## config.mk

```make
export PLATFORM = sky130hd
export DESIGN_NAME = iak_sequencer
export DESIGN_NICKNAME = d
export VERILOG_FILES = /design/src/verilog/iak_pkg.sv /design/src/verilog/iak_sequencer.sv
export SDC_FILE = /design/constraint.sdc
export NUM_CORES = 1
export LEC_CHECK = 0
export BUFFER_PORTS_ARGS = -buffer_cell sky130_fd_sc_hd__buf_2
export CORE_ASPECT_RATIO = 0.75
export CORE_MARGIN = 3
export CORE_UTILIZATION = 40
export CTS_CLUSTER_SIZE = 16
export DETAILED_ROUTE_END_ITERATION = 8
export GPL_TIMING_DRIVEN = 1
export MAX_ROUTING_LAYER = met4
export PLACE_DENSITY = 0.79
export SLEW_MARGIN = 40
export SYNTH_ARGS = -nofsm -noshare
export SYNTH_HDL_FRONTEND = slang
export SYNTH_SLANG_ARGS = --single-unit
export TNS_END_PERCENT = 30
```

## constraint.sdc

```tcl
create_clock -name clk_sys -period 2.2 [get_ports clk_sys]
set_input_delay 0.22 -clock clk_sys [delete_from_list [all_inputs] [get_ports clk_sys]]
set_output_delay 0.22 -clock clk_sys [all_outputs]
set_load 0.02 [all_outputs]
```

## src/verilog/iak_pkg.sv

```systemverilog
// package for the interrupt acknowledge sequencer
// assumes a single 50 MHz system clock and synchronous bus inputs
package iak_pkg;
    localparam int unsigned CLK_PERIOD_NS    = 20;
    // forced wait states on every acknowledge cycle
    localparam logic [3:0]  FORCED_WAITS     = 4'h2;
    // wait-state switch code width and wait counter reset value
    localparam int unsigned WAIT_CODE_W      = 4;
    localparam logic [3:0]  WAIT_CNT_RST     = 4'h0;
    // call response length in bytes
    localparam logic [1:0]  CALL_BYTES       = 2'h3;
    // port block decode: a[7:4] block, a[3:1] chip select, master is output 0
    localparam int unsigned BLK_HI           = 7;
    localparam int unsigned BLK_LO           = 4;
    localparam int unsigned SEL_HI           = 3;
    localparam int unsigned SEL_LO           = 1;
    localparam logic [2:0]  MASTER_SEL       = 3'h0;
    localparam logic [2:0]  SLAVE_SEL        = 3'h1;

    typedef enum logic [1:0] {
        IAK_IDLE = 2'b00,
        IAK_ACK  = 2'b01,
        IAK_HOLD = 2'b11
    } iak_state_e;

    // bus status and strobes sampled each clock
    typedef struct packed {
        logic       psync;
        logic       pstval_n;
        logic       sinta;
        logic       swo_n;
        logic       sinp;
        logic       sout;
        logic       pdbin;
        logic       phlda;
        logic [7:0] addr;
    } iak_bus_s;

    // interrupt request sources
    typedef struct packed {
        logic [2:0] timer_out;
        logic       serial_tx_ready;
        logic       serial_rx_ready;
        logic       math_end;
        logic       math_service_request;
    } iak_irq_s;
endpackage

```

## src/verilog/iak_sequencer.sv

```systemverilog
// interrupt acknowledge sequencer for two cascaded vectored controllers
// assumes bus strobes are synchronous to clk_sys
`timescale 1ns/100ps
module iak_sequencer (
    input  wire logic             clk_sys,
    input  wire logic             nrst,
    input  wire logic             clk_en,
    input  iak_pkg::iak_bus_s     bus,
    input  wire logic [3:0]       io_block_switch,
    input  wire logic [3:0]       wait_switch,
    input  wire logic             cpu_type_jumper,
    input  wire logic             phantom_enable_switch,
    input  wire logic             phantom_disable_switch,
    input  wire logic             phantom_in_n,
    input  wire logic             mem_addr_hit,
    input  iak_pkg::iak_irq_s     irq_src,
    output logic                  ack_in_progress_n,
    output logic                  phantom_drive,
    output logic                  phantom_out,
    output logic                  phantom_oe_n,
    output logic                  local_ack_strobe_n,
    output logic                  master_ctrl_select_n,
    output logic                  slave_ctrl_select_n,
    output logic                  master_strap,
    output logic                  slave_strap,
    output logic                  mem_select_n,
    output logic                  board_select,
    output logic                  rdy,
    output logic                  rd_n,
    output logic [7:0]            irq_lines
);

    // ----------------------------------------
    // decode helper
    // ----------------------------------------
    function automatic logic port_sel(input logic [7:0] a, input logic [3:0] blk,
                                      input logic [2:0] sel, input logic io);
        port_sel = io && (a[iak_pkg::BLK_HI:iak_pkg::BLK_LO] == blk)
                      && (a[iak_pkg::SEL_HI:iak_pkg::SEL_LO] == sel);
    endfunction

    // ----------------------------------------
    // acknowledge latch state
    // ----------------------------------------
    iak_pkg::iak_state_e state_r;
    iak_pkg::iak_state_e state_nxt;
    logic                stval_r;
    logic                stval_nxt;
    logic [3:0]          wait_r;
    logic [3:0]          wait_nxt;
    logic                psync_d_r;
    logic                psync_d_nxt;

    logic                latch_set;
    logic                in_prog;
    logic                ack_cyc;
    logic                io_cyc;
    logic                mast_cs;
    logic                slav_cs;
    logic                mem_hit;
    logic                any_sel;
    logic                wait_go;
    logic [3:0]          wait_load;
    logic                clr_ev;

    // ----------------------------------------
    // port decode
    // ----------------------------------------
    always_comb
    begin
        io_cyc  = bus.sinp | bus.sout;
        mast_cs = port_sel(bus.addr, io_block_switch, iak_pkg::MASTER_SEL, io_cyc);
        slav_cs = port_sel(bus.addr, io_block_switch, iak_pkg::SLAVE_SEL, io_cyc);
    end

    // ----------------------------------------
    // status valid flag
    // ----------------------------------------
    always_comb
    begin
        stval_nxt = stval_r;
        if (bus.psync && !bus.pstval_n)
            stval_nxt = 1'b1;
        else if (!bus.psync && psync_d_r)
            stval_nxt = 1'b0;
        psync_d_nxt = bus.psync;
    end

    always_ff @(posedge clk_sys)
    begin
        if (!nrst)
        begin
            stval_r   <= 1'b0;
            psync_d_r <= 1'b0;
        end
        else if (clk_en)
        begin
            stval_r   <= stval_nxt;
            psync_d_r <= psync_d_nxt;
        end
    end

    // ----------------------------------------
    // acknowledge latch
    // ----------------------------------------
    always_comb
    begin
        latch_set = (state_r != iak_pkg::IAK_IDLE);
        in_prog   = latch_set && !bus.phlda;
        // clear condition selected by jumper
        if (cpu_type_jumper)
            clr_ev = stval_r && !bus.swo_n;
        else
            clr_ev = stval_r && !bus.sinta;
        clr_ev = clr_ev && !bus.phlda;

        state_nxt = state_r;
        case (state_r)
            iak_pkg::IAK_IDLE:
                if (bus.sinta && stval_r)
                    state_nxt = iak_pkg::IAK_ACK;
            iak_pkg::IAK_ACK:
                if (bus.phlda)
                    state_nxt = iak_pkg::IAK_HOLD;
                else if (clr_ev && !(bus.sinta && stval_r))
                    state_nxt = iak_pkg::IAK_IDLE;
            iak_pkg::IAK_HOLD:
                if (!bus.phlda)
                    state_nxt = iak_pkg::IAK_ACK;
            default:
                state_nxt = iak_pkg::IAK_IDLE;
        endcase
    end

    always_ff @(posedge clk_sys)
    begin
        if (!nrst)
            state_r <= iak_pkg::IAK_IDLE;
        else if (clk_en)
            state_r <= state_nxt;
    end

    // ----------------------------------------
    // memory and board select
    // ----------------------------------------
    always_comb
    begin
        // phantom options, overridden by acknowledge
        mem_hit = mem_addr_hit && !io_cyc;
        if (phantom_enable_switch && !phantom_disable_switch)
            mem_hit = mem_hit && phantom_in_n;
        else if (phantom_disable_switch && !phantom_enable_switch)
            mem_hit = mem_hit && !phantom_in_n;
        mem_hit = mem_hit && !in_prog;

        any_sel = mast_cs || slav_cs || mem_hit || in_prog;
        // the latch only sets after psync, so the first acknowledge is seen on sinta
        ack_cyc = in_prog || (bus.sinta && bus.psync && !bus.phlda);
    end

    // ----------------------------------------
    // wait state counter
    // ----------------------------------------
    always_comb
    begin
        wait_load = wait_switch;
        if (ack_cyc && wait_load < iak_pkg::FORCED_WAITS)
            wait_load = iak_pkg::FORCED_WAITS;
        wait_go  = bus.psync && (any_sel || ack_cyc);
        wait_nxt = wait_r;
        if (wait_go)
            wait_nxt = wait_load;
        else if (wait_r != iak_pkg::WAIT_CNT_RST)
            wait_nxt = wait_r - 4'h1;
    end

    always_ff @(posedge clk_sys)
    begin
        if (!nrst)
            wait_r <= iak_pkg::WAIT_CNT_RST;
        else if (clk_en)
            wait_r <= wait_nxt;
    end

    // ----------------------------------------
    // outputs
    // ----------------------------------------
    always_comb
    begin
        ack_in_progress_n    = !in_prog;
        phantom_drive        = in_prog;
        phantom_out          = 1'b0;
        phantom_oe_n         = !in_prog;
        local_ack_strobe_n   = !(in_prog && bus.pdbin);
        master_ctrl_select_n = !mast_cs;
        slave_ctrl_select_n  = !slav_cs;
        master_strap         = 1'b1;
        slave_strap          = 1'b0;
        mem_select_n         = !mem_hit;
        board_select         = any_sel;
        rdy                  = (wait_r == iak_pkg::WAIT_CNT_RST) &&
                               !(wait_go && wait_load != iak_pkg::WAIT_CNT_RST);
        rd_n                 = !(any_sel && bus.pdbin);
        irq_lines            = {1'b0, irq_src.timer_out, !irq_src.serial_tx_ready,
                                !irq_src.serial_rx_ready, irq_src.math_end,
                                irq_src.math_service_request};
    end

endmodule
```

* Word-level counts from Yosys, hierarchy flattened
Index checks and enable logic that the tools add are counted.
Widths: inputs -> output; s select.
** Operators by class
- Add/sub/neg operators :: 1
- $lt $le $gt $ge :: 1
- Equality and inequality tests :: 7
- Multiplexer cells :: 13
- Bitwise operators :: 1
- Reductions and logical operators :: 60
** Operators with widths (number)
- $logic_and 1x1->1 :: 25
- $logic_not 1->1 :: 19
- $mux 4 :: 3
- $mux 2 :: 4
- $reduce_bool 4->1 :: 2
- $pmux 2 s3 :: 1
- $reduce_bool 2->1 :: 3
- $logic_or 1x1->1 :: 5
- $mux 1 :: 5
- $eq 4x4->1 :: 1
- $logic_not 4->1 :: 1
- $lt 4x2->1 const B :: 1
- $ne 2x2->1 const B :: 2
- $reduce_and 2->1 :: 2
- $reduce_and 4->1 :: 1
- $sub 4x1->4 const B :: 1
- $eq 3x1->1 const B :: 1
- $logic_not 3->1 :: 1
- $ne 3x3->1 const B :: 1
- $eq 2x1->1 const B :: 1
- $eq 2x2->1 const B :: 1
- $logic_not 2->1 :: 1
- $or 1x1->1 :: 1
** Word-level totals
- Register bits after elaboration :: 8
- Input port bits :: 39
- Output and inout bits :: 21
- Logic and storage cells :: 87

* Logic depth before layout (Yosys ltp)
Gate-level depths: netlist (run 1).
- Depth in word-level cells :: 14
- Mapped depth :: 7
- Mapped depth without buffers :: 7

* Worst setup path before layout (run 1)
OpenSTA, ideal clock, no wires.
- Path kind :: register to output
- From :: register state_r[0]
- To :: output port rdy
- Arrival time :: 1741 ps
- Data required time :: 1980 ps
- Setup slack :: 239 ps
- Stages on the path, launching flop included :: 7
- Cell sequence :: dfxtp_1 > inv_1 > ha_1 > a2111oi_0 > or2_2 > or4_1 > a21oi_1
** On the way
- Cells in the longest elaborated chain, start to end :: 11
** Ends and longest elaborated chain
- start: declaration :: RTL line iak_sequencer.sv:45 : iak_pkg::iak_state_e state_r;
- start signal: assignment :: RTL line iak_sequencer.sv:138 : state_r <= iak_pkg::IAK_IDLE;
- start signal: assignment :: RTL line iak_sequencer.sv:140 : state_r <= state_nxt;
- $reduce_bool 2->1 (*) :: RTL line iak_sequencer.sv:108 : latch_set = (state_r != iak_pkg::IAK_IDLE);
- $logic_and 1x1->1 (*) :: RTL line iak_sequencer.sv:109 : in_prog = latch_set && !bus.phlda;
- $logic_not 1->1 :: RTL line iak_sequencer.sv:154 : mem_hit = mem_hit && !in_prog;
- $logic_and 1x1->1 :: RTL line iak_sequencer.sv:154
- $logic_or 1x1->1 (2 in series) :: RTL line iak_sequencer.sv:156 : any_sel = mast_cs || slav_cs || mem_hit || in_prog;
- $logic_or 1x1->1 :: RTL line iak_sequencer.sv:169 : wait_go = bus.psync && (any_sel || ack_cyc);
- $logic_and 1x1->1 :: RTL line iak_sequencer.sv:169
- $logic_and 1x1->1 (*) :: RTL line iak_sequencer.sv:202 : !(wait_go && wait_load != iak_pkg::WAIT_CNT_RST);
- $logic_not 1->1 (*) :: RTL line iak_sequencer.sv:202
- $logic_and 1x1->1 (*) :: RTL line iak_sequencer.sv:201 : rdy = (wait_r == iak_pkg::WAIT_CNT_RST) &&
- end: declaration :: RTL line iak_sequencer.sv:28 : output logic rdy,
Every way passes the cells marked *; elsewhere a longest branch is shown, timed or not.

* Final worst setup path (run 1)
Same ends and word-level chain as after synthesis.

==> results of run 1 <==
==> registers in the layout, summed over array words and instances, names as in the netlist <==
| signal | flops |
|---|---|
| psync_d_r | 1 |
| wait_r | 4 |
| stval_r | 1 |
| state_r | 2 |
==> Yosys cell counts, types with 2 or more instances <==
library cell and count:
inv_1 12, nand2_1 12, buf_4 10, dfxtp_1 8
a21oi_1 5, ha_1 5, nor2_1 5, mux2i_1 4
nor2b_1 4, nand3_1 3, o21ai_0 3, xnor2_1 3
conb_1 2, nand4_1 2, nor3b_1 2, or3_1 2
or3b_2 2
==> repair_timing <==
item	in CTS	in global routing
endpoints found under the setup margin	1	1
setup buffers	1	0
pin swaps	0	1
gates resized for setup	3	4
==> critical path, stage by stage (launching register included) <==
cell and delay [ps]:
dfxtp_2 330, inv_2 70, ha_2 170, a2111oi_1 90, or2_2 290, or4_1 390, a21oi_1 150, buf_4 160
==> path summary, 6_finish.rpt <==
check | startpoint | to | cells after the start
min reg2reg | stval_r$_SDFFE_PN0P_ | stval_r$_SDFFE_PN0P_ | 2
min | bus[15] | stval_r$_SDFFE_PN0P_ | 3
max reg2reg | state_r[0]$_SDFFE_PN0P_ | wait_r[0]$_SDFFE_PN0P_ | 7
max | state_r[0]$_SDFFE_PN0P_ | rdy | 7
==> stage by stage <==
step	setup slack, ps	instance area (µm²)
final	83.51	1049
after global routing	6.314	1049
after CTS	21.95	1046
after detailed placement	175.6	1010
after global placement	228.0	1010
after floorplan	239.0	845.8
==> metal layers <==
metal,GRT usage,part of all wire,up-vias
met5,-,0,-
met4,0.02715,0.013,0
met1,0.1906,0.44,405
met2,0.2819,0.48,28
met3,0.05666,0.064,8
li1,-,-,446
==> cells in the final DEF, fill, tap and decap left out, drive strengths merged, types with 2 or more instances in the layout <==
cell / synthesis / layout
nor2: 5 / 5
buf: 11 / 45
o311ai: 2 / 2
nor2b: 4 / 4
nand2: 12 / 12
conb: 2 / 4
clkbuf: 1 / 3
a21oi: 5 / 5
or3: 3 / 3
xnor2: 3 / 3
dfxtp: 8 / 8
or4: 2 / 2
a31o: 2 / 2
inv: 12 / 12
nand4: 2 / 2
mux2i: 4 / 4
nor3b: 2 / 2
ha: 5 / 5
o21ai: 3 / 3
nand3: 3 / 3
or3b: 2 / 2
==> logic make-up after synthesis <==
family | Yosys count | synth area share
muxes | 4 | 0.04776
buffers and inverters | 24 | 0.1537
adders and majority gates | 5 | 0.07463
xor gates and xnor gates | 4 | 0.04180
other | 2 | 0.008959
and+or+nand+nor | 41 | 0.2716
AOI/OAI and AO/OA | 22 | 0.2105
DFF | 8 | 0.1910
==> power by group <==
| group | switching [mW] | leakage (nW) | internal, mW |
|---|---|---|---|
| Clock | 0.0502 | 0.0138 | 0.0624 |
| Combinational | 0.137 | 0.426 | 0.122 |
| Sequential | 0.0172 | 0.0663 | 0.164 |
==> layout make-up <==
type	count	share of cell area
clock buffers	3	0.02148
inverters	12	0.04296
multi-input cells	80	0.5346
flip-flops and latches	8	0.1551
well taps	22	0.02625
repair buffers	45	0.2196
==> metrics, run 1 <==
port bufs between 40 and 50; DRT Wirelength approximately 2100 µm; post-route ant nets 0; DRT iter0 DRCs between 40 and 50; fraction of registers with async set/reset 0; worst skew pair latency approximately 260 ps; sequential fraction of the synthesis area 0.1910; Synth Area per Inst 7.621 µm²; Starting Density 0.4521; Crit. End Element primary output; Worst Hold Slack 284.3 ps; Post-Syn Area 838.3 µm²; endpoints failing setup 0; CTS Buffer Depth 2; nets 194; setup TNS 0 ps; post-route insts no fill between 150 and 200; Area Growth Syn to Fin 25.08%; DRC violations left 0; achievable frequency roughly 470 MHz; CTS tree yes; FF+latch area 162.7 µm²; fin crit period roughly 2100 ps; Final GP Congestion ~0.86; Post-synth EDFFs 0; Std-Cell Core Area approximately 0.0019 mm²; TritonCTS Sinks 8; placed insts about 170; Hold WC Path Type in -> reg; # H-tree levels 1; Fillers approximately 170; vias post-DR between 800 and 900; Max-cap violations 0; Tot GR Track Use 0.1647; status finished, final reports clean; largest net degree at the start of global routing 13; Ys Warns 0; drt pass-1 iters 4; die extent in y between 40 and 50 µm; clock slew at reported path FFs about 60 ps; P per Cell Area roughly 530 mW/mm²; initial antenna violation count 0; num rows 13; Startpoint Class flip-flop; Top Ports 60; Max FO, Critical Path 4; global-route wire length before repair between 3000 and 4000 µm; Synth top area share 0.1910; Design Power roughly 0.55 mW; Crit path arrival time ~1900 ps; CTS buffer count 3; # diodes 0; Routed wire per std cell between 10 and 15 µm; Yosys reg bits 8; Pleak around 0.51 nW; ranking of synthesized cells by area dfxtp_1 (19%), buf_4 (9.0%), ha_1 (7.5%), inv_1 (5.4%), nand2_1 (5.4%); combined area of the multi-input logic cells 560.5 µm²; root buffer cell clkbuf_4; maximum vdd drop 0.0004844 V; vias in the first global route roughly 800; Die Area ~0.0027 mm²; vias per inst 5.218; GRT overflow 0; skew final around 5.5 ps; Max Slew Vio Count 0; crit path kind reg -> out; dpl hpwl between 1500 and 2000 µm; fin crit share 0.9620; RSZ-0062 raised after global routing false; die width 58.86 µm; Final Util 0.5655; Mapped Cells 110; synth unique cells 43; layout cells sized above 1 0.4122; # hold bufs at CTS 0; main flop type after synthesis dfxtp_1; CP required roughly 2000 ps; cell type with the largest total area after synthesis dfxtp_1; hold violation count in the final report 0; R2R Setup Slk approximately 480 ps
(Power assumes the default switching activity.)
==> run 2: changes to the inputs <==
ABC_AREA = 1   (was default)
CORE_UTILIZATION = 42   (was 40)
==> run 2 against run 1 <==
Compared with the run above:
- cell area rose by 11%
- first-iteration DRC count decreased by 67%
- register-to-register slack improved by 50 ps
- sequential share of layout area fell by 1.5 points
- maximum frequency grew 3.8%
- core utilization fell by 0.49 points
==> metrics, run 2 <==
Area Growth Syn to Fin 22.65%; Hold WC Path Type in -> reg; worst skew pair latency 250 ps (about the same); P per Cell Area 498.3 mW/mm² (-5.5%); # diodes 0 (unchanged); Post-synth EDFFs 0 (unchanged); post-route insts no fill 212 (+25%); design area 0.001159 mm² (+11%); Synth top area share 0.1695 (-0.02151); Crit. End Element primary output; CTS Buffer Depth 2 (unchanged); setup TNS 0 ps (unchanged); drt pass-1 iters 4 (unchanged); Die Area 0.002860 mm² (+6.5%); Routed wire per std cell 9.976 µm (-19%); cell type with the largest total area after synthesis dfxtp_1; vias post-DR 996 (+12%); Crit path arrival time 1820 ps (-80 ps); most common cell after layout, fill and taps aside buf_2; num rows 14 (+1); Worst Hold Slack 247.5 ps (-36.79 ps); largest net degree at the start of global routing 9 (-4); # H-tree levels 1 (unchanged); hold violation count in the final report 0 (unchanged); Biggest register wait_r; status finished, final reports clean; commonest cells in the netlist nand2_1 (34), inv_1 (26), nor2_1 (13), nand3_1 (11), buf_4 (10); Top Ports 60 (unchanged); endpoints failing setup 0 (unchanged); Starting Density 0.4570 (+0.004930); root buffer cell clkbuf_4; ranking of synthesized cells by area dfxtp_1 (17%), nand2_1 (14%), inv_1 (10%), buf_4 (7.9%), ha_1 (6.6%); nets 234 (+21%); Synth Area per Inst 6.340 µm² (-17%); clock slew at reported path FFs 50 ps (about the same); global-route wire length before repair 3332 µm (+1.2%); vias in the first global route 868 (+10%); Yosys reg bits 8 (unchanged); most common cell in the netlist nand2_1; Max Slew Vio Count 0 (unchanged); Tot GR Track Use 0.1585 (-0.006191); Mapped Cells 149 (+35%); placed insts 209 (+26%); Max FO, Critical Path 8 (+4); cell breakdown of the critical path inv_1 > ha_1 > inv_2 > nand2_4 > nand3_4 > nor2_4 > nor2_4 > nand2_4 > nand2_4 > nand2_4 > nand2_2 > nand4_1 > inv_1 > buf_4; Std-Cell Core Area 0.002067 mm² (+11%); Post-DP Area 0.001127 mm² (+12%); GRT overflow 0 (unchanged); Resized cells post-CTS 0 (-3); post-route ant nets 0 (unchanged); fin crit period 2039 ps (-77.48 ps); vias per inst 4.698 (-10%); DRC violations left 0 (unchanged); main flop type after synthesis dfxtp_1; Pleak 0.6494 nW (+28%); Max-cap violations 0 (unchanged); dpl hpwl 1865 µm (+8.1%); CTS buffer count 3 (unchanged); Post-Syn Area 944.7 µm² (+13%); # hold bufs at CTS 0 (unchanged); initial antenna violation count 0 (unchanged); Startpoint Class flip-flop; R2R Setup Slk 530 ps (+50 ps); fin crit share 0.9268 (-0.03522); DRT iter0 DRCs 14 (-67%); layout cells sized above 1 0.3564 (-0.05578); CTS tree yes; maximum vdd drop 0.0002682 V (-45%); most frequent CP cell nand2_4; sequential fraction of the synthesis area 0.1695 (-0.02151); port bufs 44 (unchanged); Largest regs wait_r: 4 flops, state_r: 2 flops; CP required 1980 ps (about the same); Final GP Congestion 0.6989 (-19%); Setup Fix Bufs, Post-CTS 0 (-1); most frequent cells in the layout buf_2 (43), nand2_1 (34), inv_1 (26); TritonCTS Sinks 8 (unchanged); crit path kind reg -> out; die extent in y 47.07 µm (+3.1%); RSZ-0062 raised after global routing false; die width 60.76 µm (+3.2%); skew final 1.551 ps (-3.906 ps); fraction of registers with async set/reset 0 (unchanged); DRT Wirelength 2115 µm (+1.4%); Ys Warns 0 (unchanged); crit-path max cell delay 320 ps (-70 ps); max reg flops 4 (unchanged); synth unique cells 28 (-35%); Slowest cell on crit path dfxtp_2; achievable frequency 490.4 MHz (+3.8%)
[run 2: path summary, 6_finish.rpt]
| check | cells after the start | to | from |
|---|---|---|---|
| max | 14 | rdy | state_r[0]$_SDFFE_PN0P_ |
| min | 3 | wait_r[0]$_SDFFE_PN0P_ | nrst |
| max reg2reg | 14 | wait_r[2]$_SDFFE_PN0P_ | state_r[0]$_SDFFE_PN0P_ |
| min reg2reg | 2 | wait_r[3]$_SDFFE_PN0P_ | wait_r[3]$_SDFFE_PN0P_ |
[run 2: critical path, delay by kind of cell, from the launching register on]
family        cells  cell delay [ps]
buf+inv           4              340
simple gates      9              730
fa+ha+maj         1              170
flops             1              320
[run 2: cell type report]
cell class	count	area (µm²)
Clock buffer	3	22.52
Multi-Input combinational cell	103	608.1
Sequential cell	8	162.7
Inverter	30	112.6
Fill cell	219	908.4
Tap cell	24	30.03
Timing Repair Buffer	44	222.7
[run 2: routing by layer]
metal	GRT usage	share of wire	vias to the layer above
met3	0.02473	0.082	11
met1	0.1906	0.43	425
met2	0.2623	0.47	34
met5	-	0	-
li1	-	-	526
met4	0.07359	0.021	0
[run 2: metrics by stage]
step | util | setup slack (ps) | power, mW
finish | 0.5605 | 161.0 | 0.5774
global route | 0.5605 | 8.938 | 0.6326
CTS | 0.5563 | 48.06 | 0.5774
detailed placement | 0.5454 | 322.1 | 0.4664
global placement | 0.5454 | 443.3 | 0.4583
floorplan | - | 465.1 | 0.4027
[run 2: cells by family (layout without fill, tap and decap cells)]
group | after synthesis | after routing | share of synthesized area
compound gates | 16 | 16 | 0.1205
xor+xnor | 2 | 2 | 0.01855
fa+ha+maj | 5 | 5 | 0.06623
buf+inv | 40 | 77 | 0.1987
flops | 8 | 8 | 0.1695
other cells | 2 | 4 | 0.007950
simple gates | 76 | 76 | 0.4186
[run 2: where the power goes]
| part | switching (mW) | total [mW] | internal, mW |
|---|---|---|---|
| sequential | 0.00909 | 0.174 | 0.165 |
| combinational | 0.176 | 0.296 | 0.120 |
| clock | 0.0447 | 0.107 | 0.0621 |
